File: config.mk
export PLATFORM = sky130hd
export DESIGN_NAME = wdg_top
export DESIGN_NICKNAME = d
export VERILOG_FILES = /design/src/rtl/wdg_pkg.sv /design/src/rtl/wdg_top.sv
export SDC_FILE = /design/constraint.sdc
export NUM_CORES = 1
export LEC_CHECK = 0
export BUFFER_PORTS_ARGS = -buffer_cell sky130_fd_sc_hd__buf_2
export CAP_MARGIN = 15
export CELL_PAD_IN_SITES_DETAIL_PLACEMENT = 1
export CELL_PAD_IN_SITES_GLOBAL_PLACEMENT = 1
export CORE_MARGIN = 10
export CORE_UTILIZATION = 44
export DETAILED_ROUTE_END_ITERATION = 16
export GPL_TIMING_DRIVEN = 0
export PLACE_DENSITY_LB_ADDON = 0.1
export SETUP_SLACK_MARGIN = 0.3
export SYNTH_ARGS = -nofsm -noshare
export SYNTH_HDL_FRONTEND = slang
export SYNTH_SLANG_ARGS = --single-unit
File: constraint.sdc
create_clock -name pclk -period 4.8 [get_ports pclk]
set_input_delay 0.96 -clock pclk [delete_from_list [all_inputs] [get_ports pclk]]
set_output_delay 0.96 -clock pclk [all_outputs]
set_load 0.1 [all_outputs]
File: src/rtl/wdg_pkg.sv
// Constants and types for the watchdog with option bits
package wdg_pkg;

	localparam int unsigned ADDR_W = 18;

	// Printed offsets are register indices; byte address is four times each
	localparam logic [15:0] IDX_WATCHDOG_CLEAR      = 16'hFFFF;
	localparam logic [15:0] IDX_OPTION_CONTROL_ONE  = 16'h001F;
	localparam logic [15:0] IDX_WATCHDOG_STATUS     = 16'h0020;

	localparam logic [ADDR_W-1:0] ADDR_WATCHDOG_CLEAR     = {IDX_WATCHDOG_CLEAR, 2'b00};
	localparam logic [ADDR_W-1:0] ADDR_OPTION_CONTROL_ONE = {IDX_OPTION_CONTROL_ONE, 2'b00};
	localparam logic [ADDR_W-1:0] ADDR_WATCHDOG_STATUS    = {IDX_WATCHDOG_STATUS, 2'b00};

	// Option register field positions
	localparam int unsigned OPT_WATCHDOG_RATE_SELECT = 7;
	localparam int unsigned OPT_LV_STOP_ENABLE       = 6;
	localparam int unsigned OPT_LV_RESET_DISABLE     = 5;
	localparam int unsigned OPT_LV_POWER_DISABLE     = 4;
	localparam int unsigned OPT_LV_TRIP_SELECT       = 3;
	localparam int unsigned OPT_SHORT_STOP_RECOVERY  = 2;
	localparam int unsigned OPT_STOP_ENABLE          = 1;
	localparam int unsigned OPT_WATCHDOG_DISABLE     = 0;
	localparam logic [7:0]  OPT_RESET_VALUE          = 8'h00;

	// Status register field positions
	localparam int unsigned STS_WATCHDOG_FLAG = 0;
	localparam int unsigned STS_IN_STOP       = 1;
	localparam int unsigned STS_OPT_WRITTEN   = 2;
	localparam int unsigned STS_COUNT_LSB     = 8;

	// Cycle counts at the oscillator clock
	localparam int unsigned PRE_W             = 12;
	localparam int unsigned CNT_W             = 6;
	localparam logic [11:0] PRE_LONG_EXPIRE   = 12'hFEF;
	localparam logic [6:0]  PRE_SHORT_EXPIRE  = 7'h6F;
	localparam logic [6:0]  PRE_SHORT_WRAP    = 7'h7F;
	localparam logic [11:0] PRE_LONG_WRAP     = 12'hFFF;
	localparam logic [5:0]  CNT_LAST          = 6'h3F;
	localparam logic [5:0]  RESET_PULSE_CYC   = 6'h20;
	localparam logic [12:0] RECOVER_SHORT_CYC = 13'h0020;
	localparam logic [12:0] RECOVER_LONG_CYC  = 13'h1000;
	localparam logic [12:0] POWER_UP_CYC      = 13'h1000;

	typedef enum logic [2:0] {
		WDG_RUN     = 3'b001,
		WDG_STOPPED = 3'b010,
		WDG_RECOVER = 3'b100
	} wdg_mode_e;

endpackage

File: src/rtl/wdg_top.sv
// Watchdog with prescaler, write-once option register and APB slave
//
// Added by the designer: the APB slave port.
`timescale 1ns/1ps
module wdg_top #(
	parameter logic [7:0] RESET_VECTOR_LOW = 8'h00
) (
	input  wire logic                        pclk,                  // Oscillator clock
	input  wire logic                        presetn,               // Power-on reset, low
	input  wire logic                        psel,                  // APB select
	input  wire logic                        penable,               // APB enable
	input  wire logic                        pwrite,                // APB direction
	input  wire logic [wdg_pkg::ADDR_W-1:0]  paddr,                 // APB byte address
	input  wire logic [31:0]                 pwdata,                // APB write data
	output logic      [31:0]                 prdata,                // APB read data
	output logic                             pready,                // APB ready
	output logic                             pslverr,               // APB error
	input  wire logic                        internal_reset_req,    // Other internal reset
	input  wire logic                        stop_exec,             // Stop instruction pulse
	input  wire logic                        stop_wake,             // Stop exit request
	input  wire logic                        lv_reset_exit,         // Stop exit by LV reset
	input  wire logic                        monitor_mode,          // Monitor mode active
	input  wire logic                        test_voltage_pin,      // Test voltage on irq pin
	input  wire logic                        break_active,          // Break interrupt active
	input  wire logic                        break_watchdog_disable, // Break aux disable bit
	input  wire logic                        reset_pin_enable,      // Reset pin function on
	output logic                             watchdog_reset,        // Internal reset request
	output logic                             reset_pin_o,           // Reset pin level
	output logic                             reset_pin_oe,          // Reset pin drive enable
	output logic                             illegal_opcode,        // Stop taken as illegal
	output logic                             cpu_clock_run,         // Core clock allowed
	output logic                             lv_enable,             // Detector powered
	output logic                             lv_reset_enable,       // Detector may reset
	output logic                             lv_trip_select         // One selects 5 V
);

	typedef struct packed {
		logic [1:0]                  tv_sync;
		logic [wdg_pkg::PRE_W-1:0]   pre;
		logic [wdg_pkg::CNT_W-1:0]   cnt;
		logic [12:0]                 por_cnt;
		logic                        por_done;
		logic [7:0]                  opt;
		logic                        opt_written;
		logic                        wd_flag;
		wdg_pkg::wdg_mode_e          mode;
		logic [12:0]                 rec_cnt;
		logic [5:0]                  pulse_cnt;
		logic                        wd_reset;
		logic                        pin_o;
		logic                        pin_oe;
		logic                        illegal;
		logic                        cpu_run;
		logic                        lv_en;
		logic                        lv_rst_en;
		logic [31:0]                 rdata;
		logic                        ready;
		logic                        slverr;
	} wdg_state_s;

	localparam wdg_state_s ST_RESET = '{
		tv_sync:     2'b00,
		pre:         12'h000,
		cnt:         6'h00,
		por_cnt:     13'h0000,
		por_done:    1'b0,
		opt:         wdg_pkg::OPT_RESET_VALUE,
		opt_written: 1'b0,
		wd_flag:     1'b0,
		mode:        wdg_pkg::WDG_RUN,
		rec_cnt:     13'h0000,
		pulse_cnt:   6'h00,
		wd_reset:    1'b0,
		pin_o:       1'b1,
		pin_oe:      1'b0,
		illegal:     1'b0,
		cpu_run:     1'b1,
		lv_en:       1'b1,
		lv_rst_en:   1'b1,
		rdata:       32'h0000_0000,
		ready:       1'b0,
		slverr:      1'b0
	};

	wdg_state_s st_q;
	wdg_state_s st_d;

	function automatic logic addr_hit(input logic [wdg_pkg::ADDR_W-1:0] a);
		addr_hit = (a == wdg_pkg::ADDR_WATCHDOG_CLEAR) ||
			(a == wdg_pkg::ADDR_OPTION_CONTROL_ONE) ||
			(a == wdg_pkg::ADDR_WATCHDOG_STATUS);
	endfunction

	always_comb begin
		logic acc_first;
		logic wr_done;
		logic int_rst;
		logic disabled;
		logic rate_short;
		logic tick;
		logic expire;
		logic clear_req;
		logic stop_accept;
		logic [31:0] rd;
		acc_first   = 1'b0;
		wr_done     = 1'b0;
		int_rst     = 1'b0;
		disabled    = 1'b0;
		rate_short  = 1'b0;
		tick        = 1'b0;
		expire      = 1'b0;
		clear_req   = 1'b0;
		stop_accept = 1'b0;
		rd          = 32'h0000_0000;
		st_d        = st_q;

		st_d.tv_sync = {st_q.tv_sync[0], test_voltage_pin};

		// One wait state so read data can leave a flip-flop
		acc_first = psel && penable && !st_q.ready;
		wr_done   = psel && penable && st_q.ready && pwrite;
		st_d.ready = acc_first;
		if (acc_first) begin
			st_d.slverr = !addr_hit(paddr);
			case (paddr)
				wdg_pkg::ADDR_WATCHDOG_CLEAR: begin
					rd = {24'h000000, RESET_VECTOR_LOW};
				end
				wdg_pkg::ADDR_OPTION_CONTROL_ONE: begin
					rd = {24'h000000, st_q.opt};
				end
				wdg_pkg::ADDR_WATCHDOG_STATUS: begin
					rd[wdg_pkg::STS_WATCHDOG_FLAG] = st_q.wd_flag;
					rd[wdg_pkg::STS_IN_STOP]       = (st_q.mode != wdg_pkg::WDG_RUN);
					rd[wdg_pkg::STS_OPT_WRITTEN]   = st_q.opt_written;
					rd[wdg_pkg::STS_COUNT_LSB +: wdg_pkg::CNT_W] = st_q.cnt;
				end
				default: begin
					rd = 32'h0000_0000;
				end
			endcase
			st_d.rdata = rd;
		end else begin
			st_d.slverr = 1'b0;
		end

		clear_req = wr_done && (paddr == wdg_pkg::ADDR_WATCHDOG_CLEAR);

		// Write-once option register; reads always allowed
		if (wr_done && (paddr == wdg_pkg::ADDR_OPTION_CONTROL_ONE) && !st_q.opt_written) begin
			st_d.opt         = pwdata[7:0];
			st_d.opt_written = 1'b1;
		end

		// Set beats a software clear of the flag
		if (wr_done && (paddr == wdg_pkg::ADDR_WATCHDOG_STATUS) &&
			pwdata[wdg_pkg::STS_WATCHDOG_FLAG]) begin
			st_d.wd_flag = 1'b0;
		end

		disabled = st_q.opt[wdg_pkg::OPT_WATCHDOG_DISABLE] ||
			(monitor_mode && st_q.tv_sync[1]) ||
			(monitor_mode && break_active && break_watchdog_disable);
		rate_short = st_q.opt[wdg_pkg::OPT_WATCHDOG_RATE_SELECT];

		// Power-up delay holds the prescaler clear
		if (!st_q.por_done) begin
			st_d.por_cnt = st_q.por_cnt + 13'h0001;
			st_d.pre     = '0;
			if (st_q.por_cnt == wdg_pkg::POWER_UP_CYC - 13'h0001) begin
				st_d.por_done = 1'b1;
			end
		end else if (st_q.mode == wdg_pkg::WDG_RUN) begin
			// Counts on through wait mode; only stop halts it
			st_d.pre = st_q.pre + 12'h001;
			if (rate_short) begin
				tick   = (st_q.pre[6:0] == wdg_pkg::PRE_SHORT_WRAP);
				expire = (st_q.cnt == wdg_pkg::CNT_LAST) &&
					(st_q.pre[6:0] == wdg_pkg::PRE_SHORT_EXPIRE);
			end else begin
				tick   = (st_q.pre == wdg_pkg::PRE_LONG_WRAP);
				expire = (st_q.cnt == wdg_pkg::CNT_LAST) &&
					(st_q.pre == wdg_pkg::PRE_LONG_EXPIRE);
			end
			if (tick) begin
				st_d.cnt = st_q.cnt + 6'h01;
			end
		end
		if (disabled) begin
			expire   = 1'b0;
			st_d.cnt = '0;
		end

		if (clear_req) begin
			st_d.cnt       = '0;
			st_d.pre[11:4] = 8'h00;
		end

		// Stop handling; stop_wake or lv_reset_exit leaves stop through recovery
		st_d.illegal = 1'b0;
		case (st_q.mode)
			wdg_pkg::WDG_RUN: begin
				if (stop_exec && st_q.por_done) begin
					if (st_q.opt[wdg_pkg::OPT_STOP_ENABLE]) begin
						stop_accept = 1'b1;
					end else begin
						st_d.illegal = 1'b1;
					end
				end
				if (stop_accept) begin
					st_d.mode    = wdg_pkg::WDG_STOPPED;
					st_d.pre     = '0;
					st_d.cpu_run = 1'b0;
				end
			end
			wdg_pkg::WDG_STOPPED: begin
				st_d.pre = '0;
				if (stop_wake || lv_reset_exit) begin
					st_d.mode = wdg_pkg::WDG_RECOVER;
					if (st_q.opt[wdg_pkg::OPT_SHORT_STOP_RECOVERY] && !lv_reset_exit) begin
						st_d.rec_cnt = wdg_pkg::RECOVER_SHORT_CYC - 13'h0001;
					end else begin
						st_d.rec_cnt = wdg_pkg::RECOVER_LONG_CYC - 13'h0001;
					end
				end
			end
			wdg_pkg::WDG_RECOVER: begin
				st_d.pre = '0;
				if (st_q.rec_cnt == 13'h0000) begin
					st_d.mode    = wdg_pkg::WDG_RUN;
					st_d.cpu_run = 1'b1;
				end else begin
					st_d.rec_cnt = st_q.rec_cnt - 13'h0001;
				end
			end
			default: begin
				st_d.mode    = wdg_pkg::WDG_RUN;
				st_d.cpu_run = 1'b1;
			end
		endcase

		// Expiry drives the reset pin low for a fixed pulse
		if (st_q.pulse_cnt != 6'h00) begin
			st_d.pulse_cnt = st_q.pulse_cnt - 6'h01;
			if (st_q.pulse_cnt == 6'h01) begin
				st_d.wd_reset = 1'b0;
				st_d.pin_oe   = 1'b0;
			end
		end
		if (expire) begin
			st_d.pulse_cnt = wdg_pkg::RESET_PULSE_CYC;
			st_d.wd_reset  = 1'b1;
			st_d.pin_oe    = reset_pin_enable;
			st_d.wd_flag   = 1'b1;
		end
		st_d.pin_o = 1'b0;

		// Any internal reset restarts the counters and re-arms the options
		int_rst = expire || internal_reset_req;
		if (int_rst) begin
			st_d.pre         = '0;
			st_d.cnt         = '0;
			st_d.opt_written = 1'b0;
			st_d.mode        = wdg_pkg::WDG_RUN;
			st_d.cpu_run     = 1'b1;
			st_d.opt         = wdg_pkg::OPT_RESET_VALUE;
			st_d.opt[wdg_pkg::OPT_LV_TRIP_SELECT] =
				st_q.opt[wdg_pkg::OPT_LV_TRIP_SELECT];
			if (!expire) begin
				st_d.wd_flag = 1'b0;
			end
		end

		st_d.lv_en = !st_d.opt[wdg_pkg::OPT_LV_POWER_DISABLE] &&
			((st_d.mode == wdg_pkg::WDG_RUN) ||
			st_d.opt[wdg_pkg::OPT_LV_STOP_ENABLE]);
		st_d.lv_rst_en = !st_d.opt[wdg_pkg::OPT_LV_RESET_DISABLE] && st_d.lv_en;
	end

	// Power-on reset loads ST_RESET and clears all option bits, trip select included
	always_ff @(posedge pclk or negedge presetn) begin
		if (!presetn) begin
			st_q <= ST_RESET;
		end else begin
			st_q <= st_d;
		end
	end

	assign prdata          = st_q.rdata;
	assign pready          = st_q.ready;
	assign pslverr         = st_q.slverr;
	assign watchdog_reset  = st_q.wd_reset;
	assign reset_pin_o     = st_q.pin_o;
	assign reset_pin_oe    = st_q.pin_oe;
	assign illegal_opcode  = st_q.illegal;
	assign cpu_clock_run   = st_q.cpu_run;
	assign lv_enable       = st_q.lv_en;
	assign lv_reset_enable = st_q.lv_rst_en;
	assign lv_trip_select  = st_q.opt[wdg_pkg::OPT_LV_TRIP_SELECT];

endmodule

# == Word level (Yosys, flattened, before mapping) ==
# Cells that the tools add are included.
# word_totals
wordCells,145
out_inout_bits,42
register_bits,89
# op_classes
n_eq_ne,20
n_bitwise,1
n_addsub,5
muxes,50
reduce_logical,46
# op_table
cell,n
12-bit two-way mux,3
18-bit two-way mux,2
6-bit two-way mux,5
13-bit two-way mux,2
13-bit one-hot mux with 2 select lines,1
1-bit two-way mux,25
"12-bit == test, second input constant",2
12-bit one-hot mux with 2 select lines,1
"18-bit == test, second input constant",1
"18-bit by 7-bit == test with 1-bit output, second input constant",1
"18-bit by 8-bit == test with 1-bit output, second input constant",1
1-bit logical AND,18
16-bit two-way mux,1
"7-bit == test, second input constant",2
7-bit two-way mux,2
"13-bit by 1-bit adder with 13-bit output, second input constant",1
"13-bit by 12-bit == test with 1-bit output, second input constant",1
13-bit zero test,1
"13-bit by 1-bit subtractor with 13-bit output, second input constant",1
"12-bit by 1-bit adder with 12-bit output, second input constant",1
4-bit nonzero test,3
9-bit two-way mux,1
3-bit one-hot mux with 3 select lines,1
3-bit AND reduction,3
23 further kinds,42

# == Longest topological paths before layout ==
# Gate-level depths: netlist of the first run.
# depth
word_depth,13
mapped_depth,8
depth_no_buf,7

# == Worst setup path after synthesis of the first run ==
# Ideal clock, no wire load.
# synth_timing
path_type,flip-flop to flip-flop
from,"register st_q, in the netlist pready"
to,"register st_q, in the netlist lv_trip_select"
required_time_ns,4.672
n_path_buf,1
slack_ns,2.284
stages_incl_launch_ff,7
synth_period_minus_slack_ns,2.516
setup_ns,0.128
t_arrival_ns,2.387
cell_sequence,dfrtp_1 -> and4_1 -> nor2b_1 -> clkbuf_1 -> nand3_1 -> nor2_1 -> mux2_1
# synth_between
elab_chain_cells,5
# synth_lines
item,line_no,source
start: declaration,wdg_top.sv:85,wdg_state_s st_q;
start signal: assignment,wdg_top.sv:285,st_q <= st_d;
1-bit logical AND (2 in a row),wdg_top.sv:121,wr_done = psel && penable && st_q.ready && pwrite;
1-bit logical AND (2 in a row),wdg_top.sv:150,if (wr_done && (paddr == wdg_pkg::ADDR_OPTION_CONTROL_ONE) && !st_q.opt_written) begin
2-bit AND reduction (no source line),--,
# No other way between the ends.
# A chain may end at the register's enable or synchronous reset.

# == Worst setup path in the final report of the first run ==
# layout_timing
from,input port psel
to,"register st_q, in the netlist lv_trip_select"
# layout_between
elab_chain_cells,6
# layout_lines
item,line_no,source
start: declaration,wdg_top.sv:10,"input wire logic psel,"
1-bit logical AND (3 in a row),wdg_top.sv:121,
1-bit logical AND (2 in a row),wdg_top.sv:150,
2-bit AND reduction (no source line),--,
# No other way between the ends.

==> run_results.csv, run 1 <==
group,metric,value,unit
clocking,cts_sinks,89,
die,pin_count,106,
sta,fin_crit,2528,ps
setup_path,cp_startpoint_kind,"input port",
hold_path,holdPathStages,0,
setup_path,path_delay_family,"simple AND/OR/NAND/NOR gates",
synth,syn_inst,504,
setup_path,timing.critical_path.arrival,2770,ps
synth,postSynth.asyncResetShare,100.0,%
sta,max_freq,395.6,MHz
clocking,cts_made_buffers,9,
layout,layout-drive-gt1-share,23.09,%
clocking,cts_repair_resize_count,0,
pwr,post-layout-total-power,0.001679,W
setup_path,timing.reg2reg.worst_path_depth,6,
synth,synth.top_cell.area_share,44.67,%
run,cap_viol_max_count,0,
grt,grt_antenna_before_repair,0,
route,drt_iter0_drc,241,
route,wire_per_inst,16.96,um
die,die-width,123.4,um
status,run_status,"complete, no violations",
clocking,cts.repair_timing.setup_buffer_count,0,
route,detail-route-antenna-nets,0,
die,initial_core_util,45.38,%
grt,grtUsageTotal,16.59,%
grt,first_global_vias,4111,
clocking,ctsRootBufferMaster,"clkbuf_8",
sta,setup_tns,0,ps
sta,final_min_period_over_clock_period,52.66,%
setup_path,crit_required,5050,ps
synth,ys_seq_area_share,47.46,%
route,number_of_iterations_in_the_first_detailed_routing_pass,4,
grt,grt_overflow_total,0,
synth,synth_cell_types,66,
pwr,p_leak,2.670,nW
sta,worst_pin_slew,779.4,ps
die,fp.dieH,123.4,um
synth,prevailing_post_synth_register_cell,"dfrtp_1",
synth,synthDominantAreaCellType,"dfrtp_1",
die,coreArea,10370,um^2
setup_path,worstSetupPathDepth,7,
sta,setup_violations,0,
sta,fin_skew,13.66,ps
synth,cell_area_after_technology_mapping,4706,um^2
hold_path,timing.hold.worst.class,"flop to flop",
clocking,cts.hold.buffers_added,0,
pwr,power_per_cell_area,305.3,nW/um^2
die,rows,37,
clocking,path_clk_slew,100,ps
placement,globalplace.congestion,0.8100,
route,route.detailed.vias_per_inst,5.278,
setup_path,critical_path.max_stage_delay,370,ps
setup_path,crit_chain,"buf_2, and4_1, nor2b_1, clkbuf_1, nand3_1, nor2_1, mux2_1",
setup_path,worstSetupEndpointType,"flop",
route,route.vias.total,3895,
setup_path,critical_path_class,"input port to flop",
setup_path,path_buf_inv,2,
clocking,cts_tree,"done",
clocking,total_number_of_h_tree_levels,3,
layout,num-nets-final,668,
clocking,clock_latency,360,ps
setup_path,crit_path_max_fanout,9,
synth,yosysWarningCount,0,
sta,setup_repair_after_global_routing_missed_its_margin,"false",
synth,synthTopCellsByArea,"dfrtp_1 45%, buf_4 5.4%, nand2_1 4.8%",
placement,port-buffer-count,63,
grt,grt_max_degree,65,
synth,postSynthRegisterBits,89,
grt,grt_pass1_wl,20410,um
sta,maxSlewHeadroom,47.85,%
layout,antenna_cells_inserted,0,
setup_path,cpMaxStageDelayCell,"nand3_1",
layout,final.fill_count,1234,
synth,synth-edff-count,0,
pwr,peak_supply_drop,0.2825,mV
sta,final_number_of_max_transition_violations,0,
route,detail_route.drc_violations,0,
synth,post_synth.cell_area_avg,9.337,um^2
placement,detailed_place_hpwl,9726,um
clocking,clock_tree.buffer_depth,2,
sta,finalHoldViolations,0,
route,wirelength,12520,um
layout,areaGrowthSynthToFinish,16.86,%
die,dieArea,15230,um^2
worst reg2reg max path: stages (launching register included):
cell and delay [ps]:
dfrtp_1 440, nor4_1 580, a41oi_1 360, nor2_1 530
buf_2 330, nor2_1 70, a21oi_1 110
final cells by class:
class / count / area [um^2] / area share (%)
Multi-Input combinational cell: 368 / 2163 / 39.34
Buffer: 48 / 312.8 / 5.688
Clock buffer: 10 / 137.6 / 2.503
Tap cell: 136 / 170.2 / 3.094
Inverter: 17 / 63.81 / 1.160
Sequential cell: 89 / 2233 / 40.61
Timing Repair Buffer: 64 / 345.3 / 6.280
Clock inverter: 6 / 72.57 / 1.320
cells in the final DEF, fill, tap and decap left out, types with 6 or more instances in the layout:
master    synthesis  routed
dfrtp_1          84      84
buf_2             4      66
nand2_1          60      60
nor2_1           53      53
nand3_1          35      35
buf_4            34      35
a21oi_1          26      26
o21ai_0          23      23
conb_1            1      19
inv_1            17      17
xnor2_1          15      15
nand4_1          11      11
nor3_1           11      11
xor2_1           10      10
clkbuf_8          0      10
clkbuf_1          9       9
and3_1            8       8
ha_1              7       7
mux2i_1           6       6
metal layers:
| layer | share of wire, % | up-vias | GRT usage (%) | routed length (um) |
|---|---|---|---|---|
| met3 | 4.3 | 17 | 3.191 | 537 |
| met1 | 43 | 1920 | 20.12 | 5352 |
| li1 | - | 1895 | - | - |
| met5 | 0 | - | 0 | 0 |
| met4 | 1.6 | 0 | 5.531 | 206 |
| met2 | 51 | 63 | 28.93 | 6425 |
power by group:
group / switching [W] / total [W] / leakage (nW) / internal, W
clock: 0.000292 / 0.000553 / 0.104 / 0.000262
combinational: 0.000221 / 0.000308 / 1.39 / 0.0000871
sequential: 0.0000325 / 0.000818 / 1.18 / 0.000785
total: 0.000545 / 0.00168 / 2.67 / 0.00113
synth_stat cells (2+ instances only):
cell / n
or3_1: 3
dfstp_2: 5
nor4_1: 4
and2_1: 2
nor3_1: 11
dfrtp_1: 84
clkbuf_1: 9
xnor2_1: 15
o21ai_0: 23
or4_1: 3
or2_2: 3
nand3_1: 35
nand2_1: 60
and3_1: 8
nor3b_1: 3
a21oi_1: 26
ha_1: 7
inv_1: 17
nor2b_1: 5
buf_2: 4
and4_1: 5
nand4b_1: 3
buf_4: 34
a22oi_1: 4
o21a_1: 2
nand3_2: 2
nor2_1: 53
a21o_1: 3
nand4_1: 11
nand2b_1: 5
a31oi_1: 4
mux2i_1: 6
xor2_1: 10
o221ai_1: 3
cells by family (layout without fill, tap and decap cells):
| logic type | after synthesis | count (layout) | synth area share [%] |
|---|---|---|---|
| DFF | 89 | 89 | 47.46 |
| other | 1 | 19 | 0.07969 |
| muxes | 8 | 8 | 1.755 |
| buffers and inverters | 65 | 145 | 8.003 |
| adders and majority gates | 7 | 7 | 1.861 |
| xor gates and xnor gates | 25 | 25 | 4.653 |
| and+or+nand+nor | 229 | 229 | 25.07 |
| AOI/OAI and AO/OA | 80 | 80 | 11.11 |
state kept, by name, indices dropped and copies added, names as in the netlist:
signal           count
cpu_clock_run        1
illegal_opcode       1
lv_enable            1
lv_reset_enable      1
lv_trip_select       1
prdata              14
pready               1
pslverr              1
reset_pin_o          1
reset_pin_oe         1
st_d                 1
st_q                64
watchdog_reset       1
through the flow:
stage	area (um^2)	util, %	hold WS, ps	cells	setup slack (ps)
floorplan	4773	-	331.2	522	2284
global placement	5259	50.71	333.0	721	1920
detailed placement	5289	51.00	349.8	722	1910
CTS	5499	53.03	374.5	738	2290
global route	5499	53.03	392.6	738	2063
finish	5499	53.03	383.2	738	2272
worst paths after layout:
path                                 from        endpoint  slack [ps]
worst max-delay path                 psel  lv_trip_select        2270
worst min-delay path            st_d[106]       st_q[106]         380
worst max register to register   st_q[52]        st_q[48]        2310
worst min register to register  st_d[106]       st_q[106]         380
max in group asynchronous         presetn   cpu_clock_run        3600
min in group asynchronous         presetn        st_q[44]         500
No activity file was read; power rests on OpenSTA's default activity.
==> run 2, diff against run 1 <==
Settings changed: CORE_UTILIZATION 44 to 41.
Clock period 4.8 ns to 2.6 ns, I/O delays scaled along.
==> run_results.csv, run 2 (synthesized netlist as in run 1, its figures left out) <==
group,metric,value,unit
setup_path,crit_required,2860,ps
die,initial_core_util,41.57,%
layout,regMostFlops,"st_q",
sta,fin_skew,6.164,ps
clocking,cts_tree,"done",
layout,layout-drive-gt1-share,26.02,%
pwr,power_per_cell_area,610.0,nW/um^2
setup_path,critical_path.max_stage_delay,510,ps
hold_path,timing.hold.worst.class,"input port to asynchronous set/reset pin",
grt,grt_max_degree,52,
sta,setup_violations,0,
grt,grt_overflow_total,0,
route,detail-route-antenna-nets,0,
clocking,total_number_of_h_tree_levels,3,
setup_path,critical_path_class,"flop to flop",
die,die-width,127.1,um
clocking,ctsRootBufferMaster,"clkbuf_16",
die,dieArea,16160,um^2
die,rows,39,
sta,final_min_period_over_clock_period,85.02,%
sta,worst_pin_slew,757.9,ps
die,fp.dieH,127.1,um
grt,grtUsageTotal,16.00,%
setup_path,cpMaxStageDelayCell,"or4b_1",
clocking,path_clk_slew,60,ps
layout,layout.cells.most_common_list,"83 x dfrtp_1, 65 x buf_2, 59 x nand2_1, 52 x nor2_1, 43 x buf_4",
layout,areaGrowthSynthToFinish,22.28,%
grt,first_global_vias,4234,
run,cap_viol_max_count,0,
sta,setup_repair_after_global_routing_missed_its_margin,"true",
pwr,p_leak,2.784,nW
route,wirelength,12750,um
setup_path,timing.critical_path.arrival,2470,ps
setup_path,crit_path_max_fanout,6,
placement,port-buffer-count,63,
setup_path,timing.reg2reg.worst_path_depth,7,
die,pin_count,106,
sta,maxSlewHeadroom,49.29,%
setup_path,crit_chain,"ha_1, and3_2, and3_1, and3b_2, or4b_1, buf_4, o221ai_1",
layout,finish.utilization,50.83,%
layout,num-nets-final,677,
placement,globalplace.congestion,0.8174,
status,run_status,"complete, no violations",
die,coreArea,11320,um^2
sta,max_freq,452.4,MHz
setup_path,regToRegStartpoint,"st_q[93]",
route,route.vias.total,3921,
route,detail_route.drc_violations,0,
setup_path,path_delay_family,"simple AND/OR/NAND/NOR gates",
grt,grt_pass1_wl,21220,um
layout,layout_commonest_cell,"dfrtp_1",
sta,setup_tns,0,ps
route,route.detailed.vias_per_inst,5.200,
clocking,clock_latency,350,ps
layout,largest_register_ff_count,64,
layout,antenna_cells_inserted,0,
clocking,cts.hold.buffers_added,0,
setup_path,path_buf_inv,1,
route,number_of_iterations_in_the_first_detailed_routing_pass,4,
sta,finalHoldViolations,0,
clocking,cts_made_buffers,9,
pwr,peak_supply_drop,0.4056,mV
setup_path,worstSetupStartpoint,"st_q[93]",
clocking,cts_sinks,89,
setup_path,worstSetupPathDepth,7,
clocking,clock_tree.buffer_depth,2,
sta,final_number_of_max_transition_violations,0,
route,drt_iter0_drc,166,
placement,detailed_place_hpwl,9591,um
grt,grt_antenna_before_repair,0,
setup_path,cp_startpoint_kind,"flop",
sta,fin_crit,2211,ps
route,wire_per_inst,16.91,um
setup_path,worstSetupEndpointType,"flop",
-- run 2: cell count changes in the layout (fill, tap and decap cells not counted), sizes merged --
| cell | previous run | this run |
|---|---|---|
| buf | 103 | 112 |
| bufinv | 1 | 2 |
| clkbuf | 19 | 20 |
| clkinv | 1 | 3 |
| clkinvlp | 1 | 0 |
| inv | 20 | 17 |
-- run 2: timing repair --
| item | CTS | global route |
|---|---|---|
| setup endpoints to repair | 19 | 32 |
| pin swaps | 2 | 1 |
| hold endpoints to repair | 0 | 0 |
| resized for setup | 2 | 15 |
| cloned | 0 | 0 |
| buffers inserted | 7 | 2 |
-- run 2: final timing paths --
check	endpoint	slack, ps
min in group pclk	st_d[106]	270
setup reg to reg	st_q[89]	390
hold reg to reg	st_q[106]	360
max in group asynchronous	reset_pin_o	1740
setup / recovery	st_q[89]	390
hold / removal	watchdog_reset	150
-- run 2: cell type report --
type / instances / area (um^2)
clock buffer: 11 / 242.7
clock inverter: 5 / 78.83
sequential: 89 / 2235
fill: 1318 / 5567
multi-input combinational: 368 / 2220
inverter: 17 / 63.81
timing repair buffer: 73 / 416.7
buffer: 48 / 319.1
tap: 143 / 178.9
-- run 2: stage by stage --
stage	hold slack, ps	power [W]	instances	setup slack, ps	cell area, um^2
3_3_place_gp	336.4	0.002082	728	-36.21	5269
3_5_place_dp	347.2	0.002113	729	73.41	5299
5_1_grt	183.0	0.003675	754	277.3	5754
4_1_cts	166.4	0.003557	752	323.8	5682
2_1_floorplan	224.4	0.001957	522	373.1	4775
6_report	152.3	0.003510	754	389.5	5754
-- run 2: report_power, final --
part / switching (W) / internal, W
Combinational: 0.000420 / 0.000170
Clock: 0.000542 / 0.000867
Sequential: 0.0000593 / 0.00145
-- run 2: layer usage --
layer	track usage [%]	part of all wire (%)	wire length (um)	vias up
met3	3.763	4.2	533	15
met4	6.966	1.9	248	0
met5	0	0	0	-
met1	19.09	44	5629	1929
li1	-	-	-	1906
met2	26.94	50	6339	71
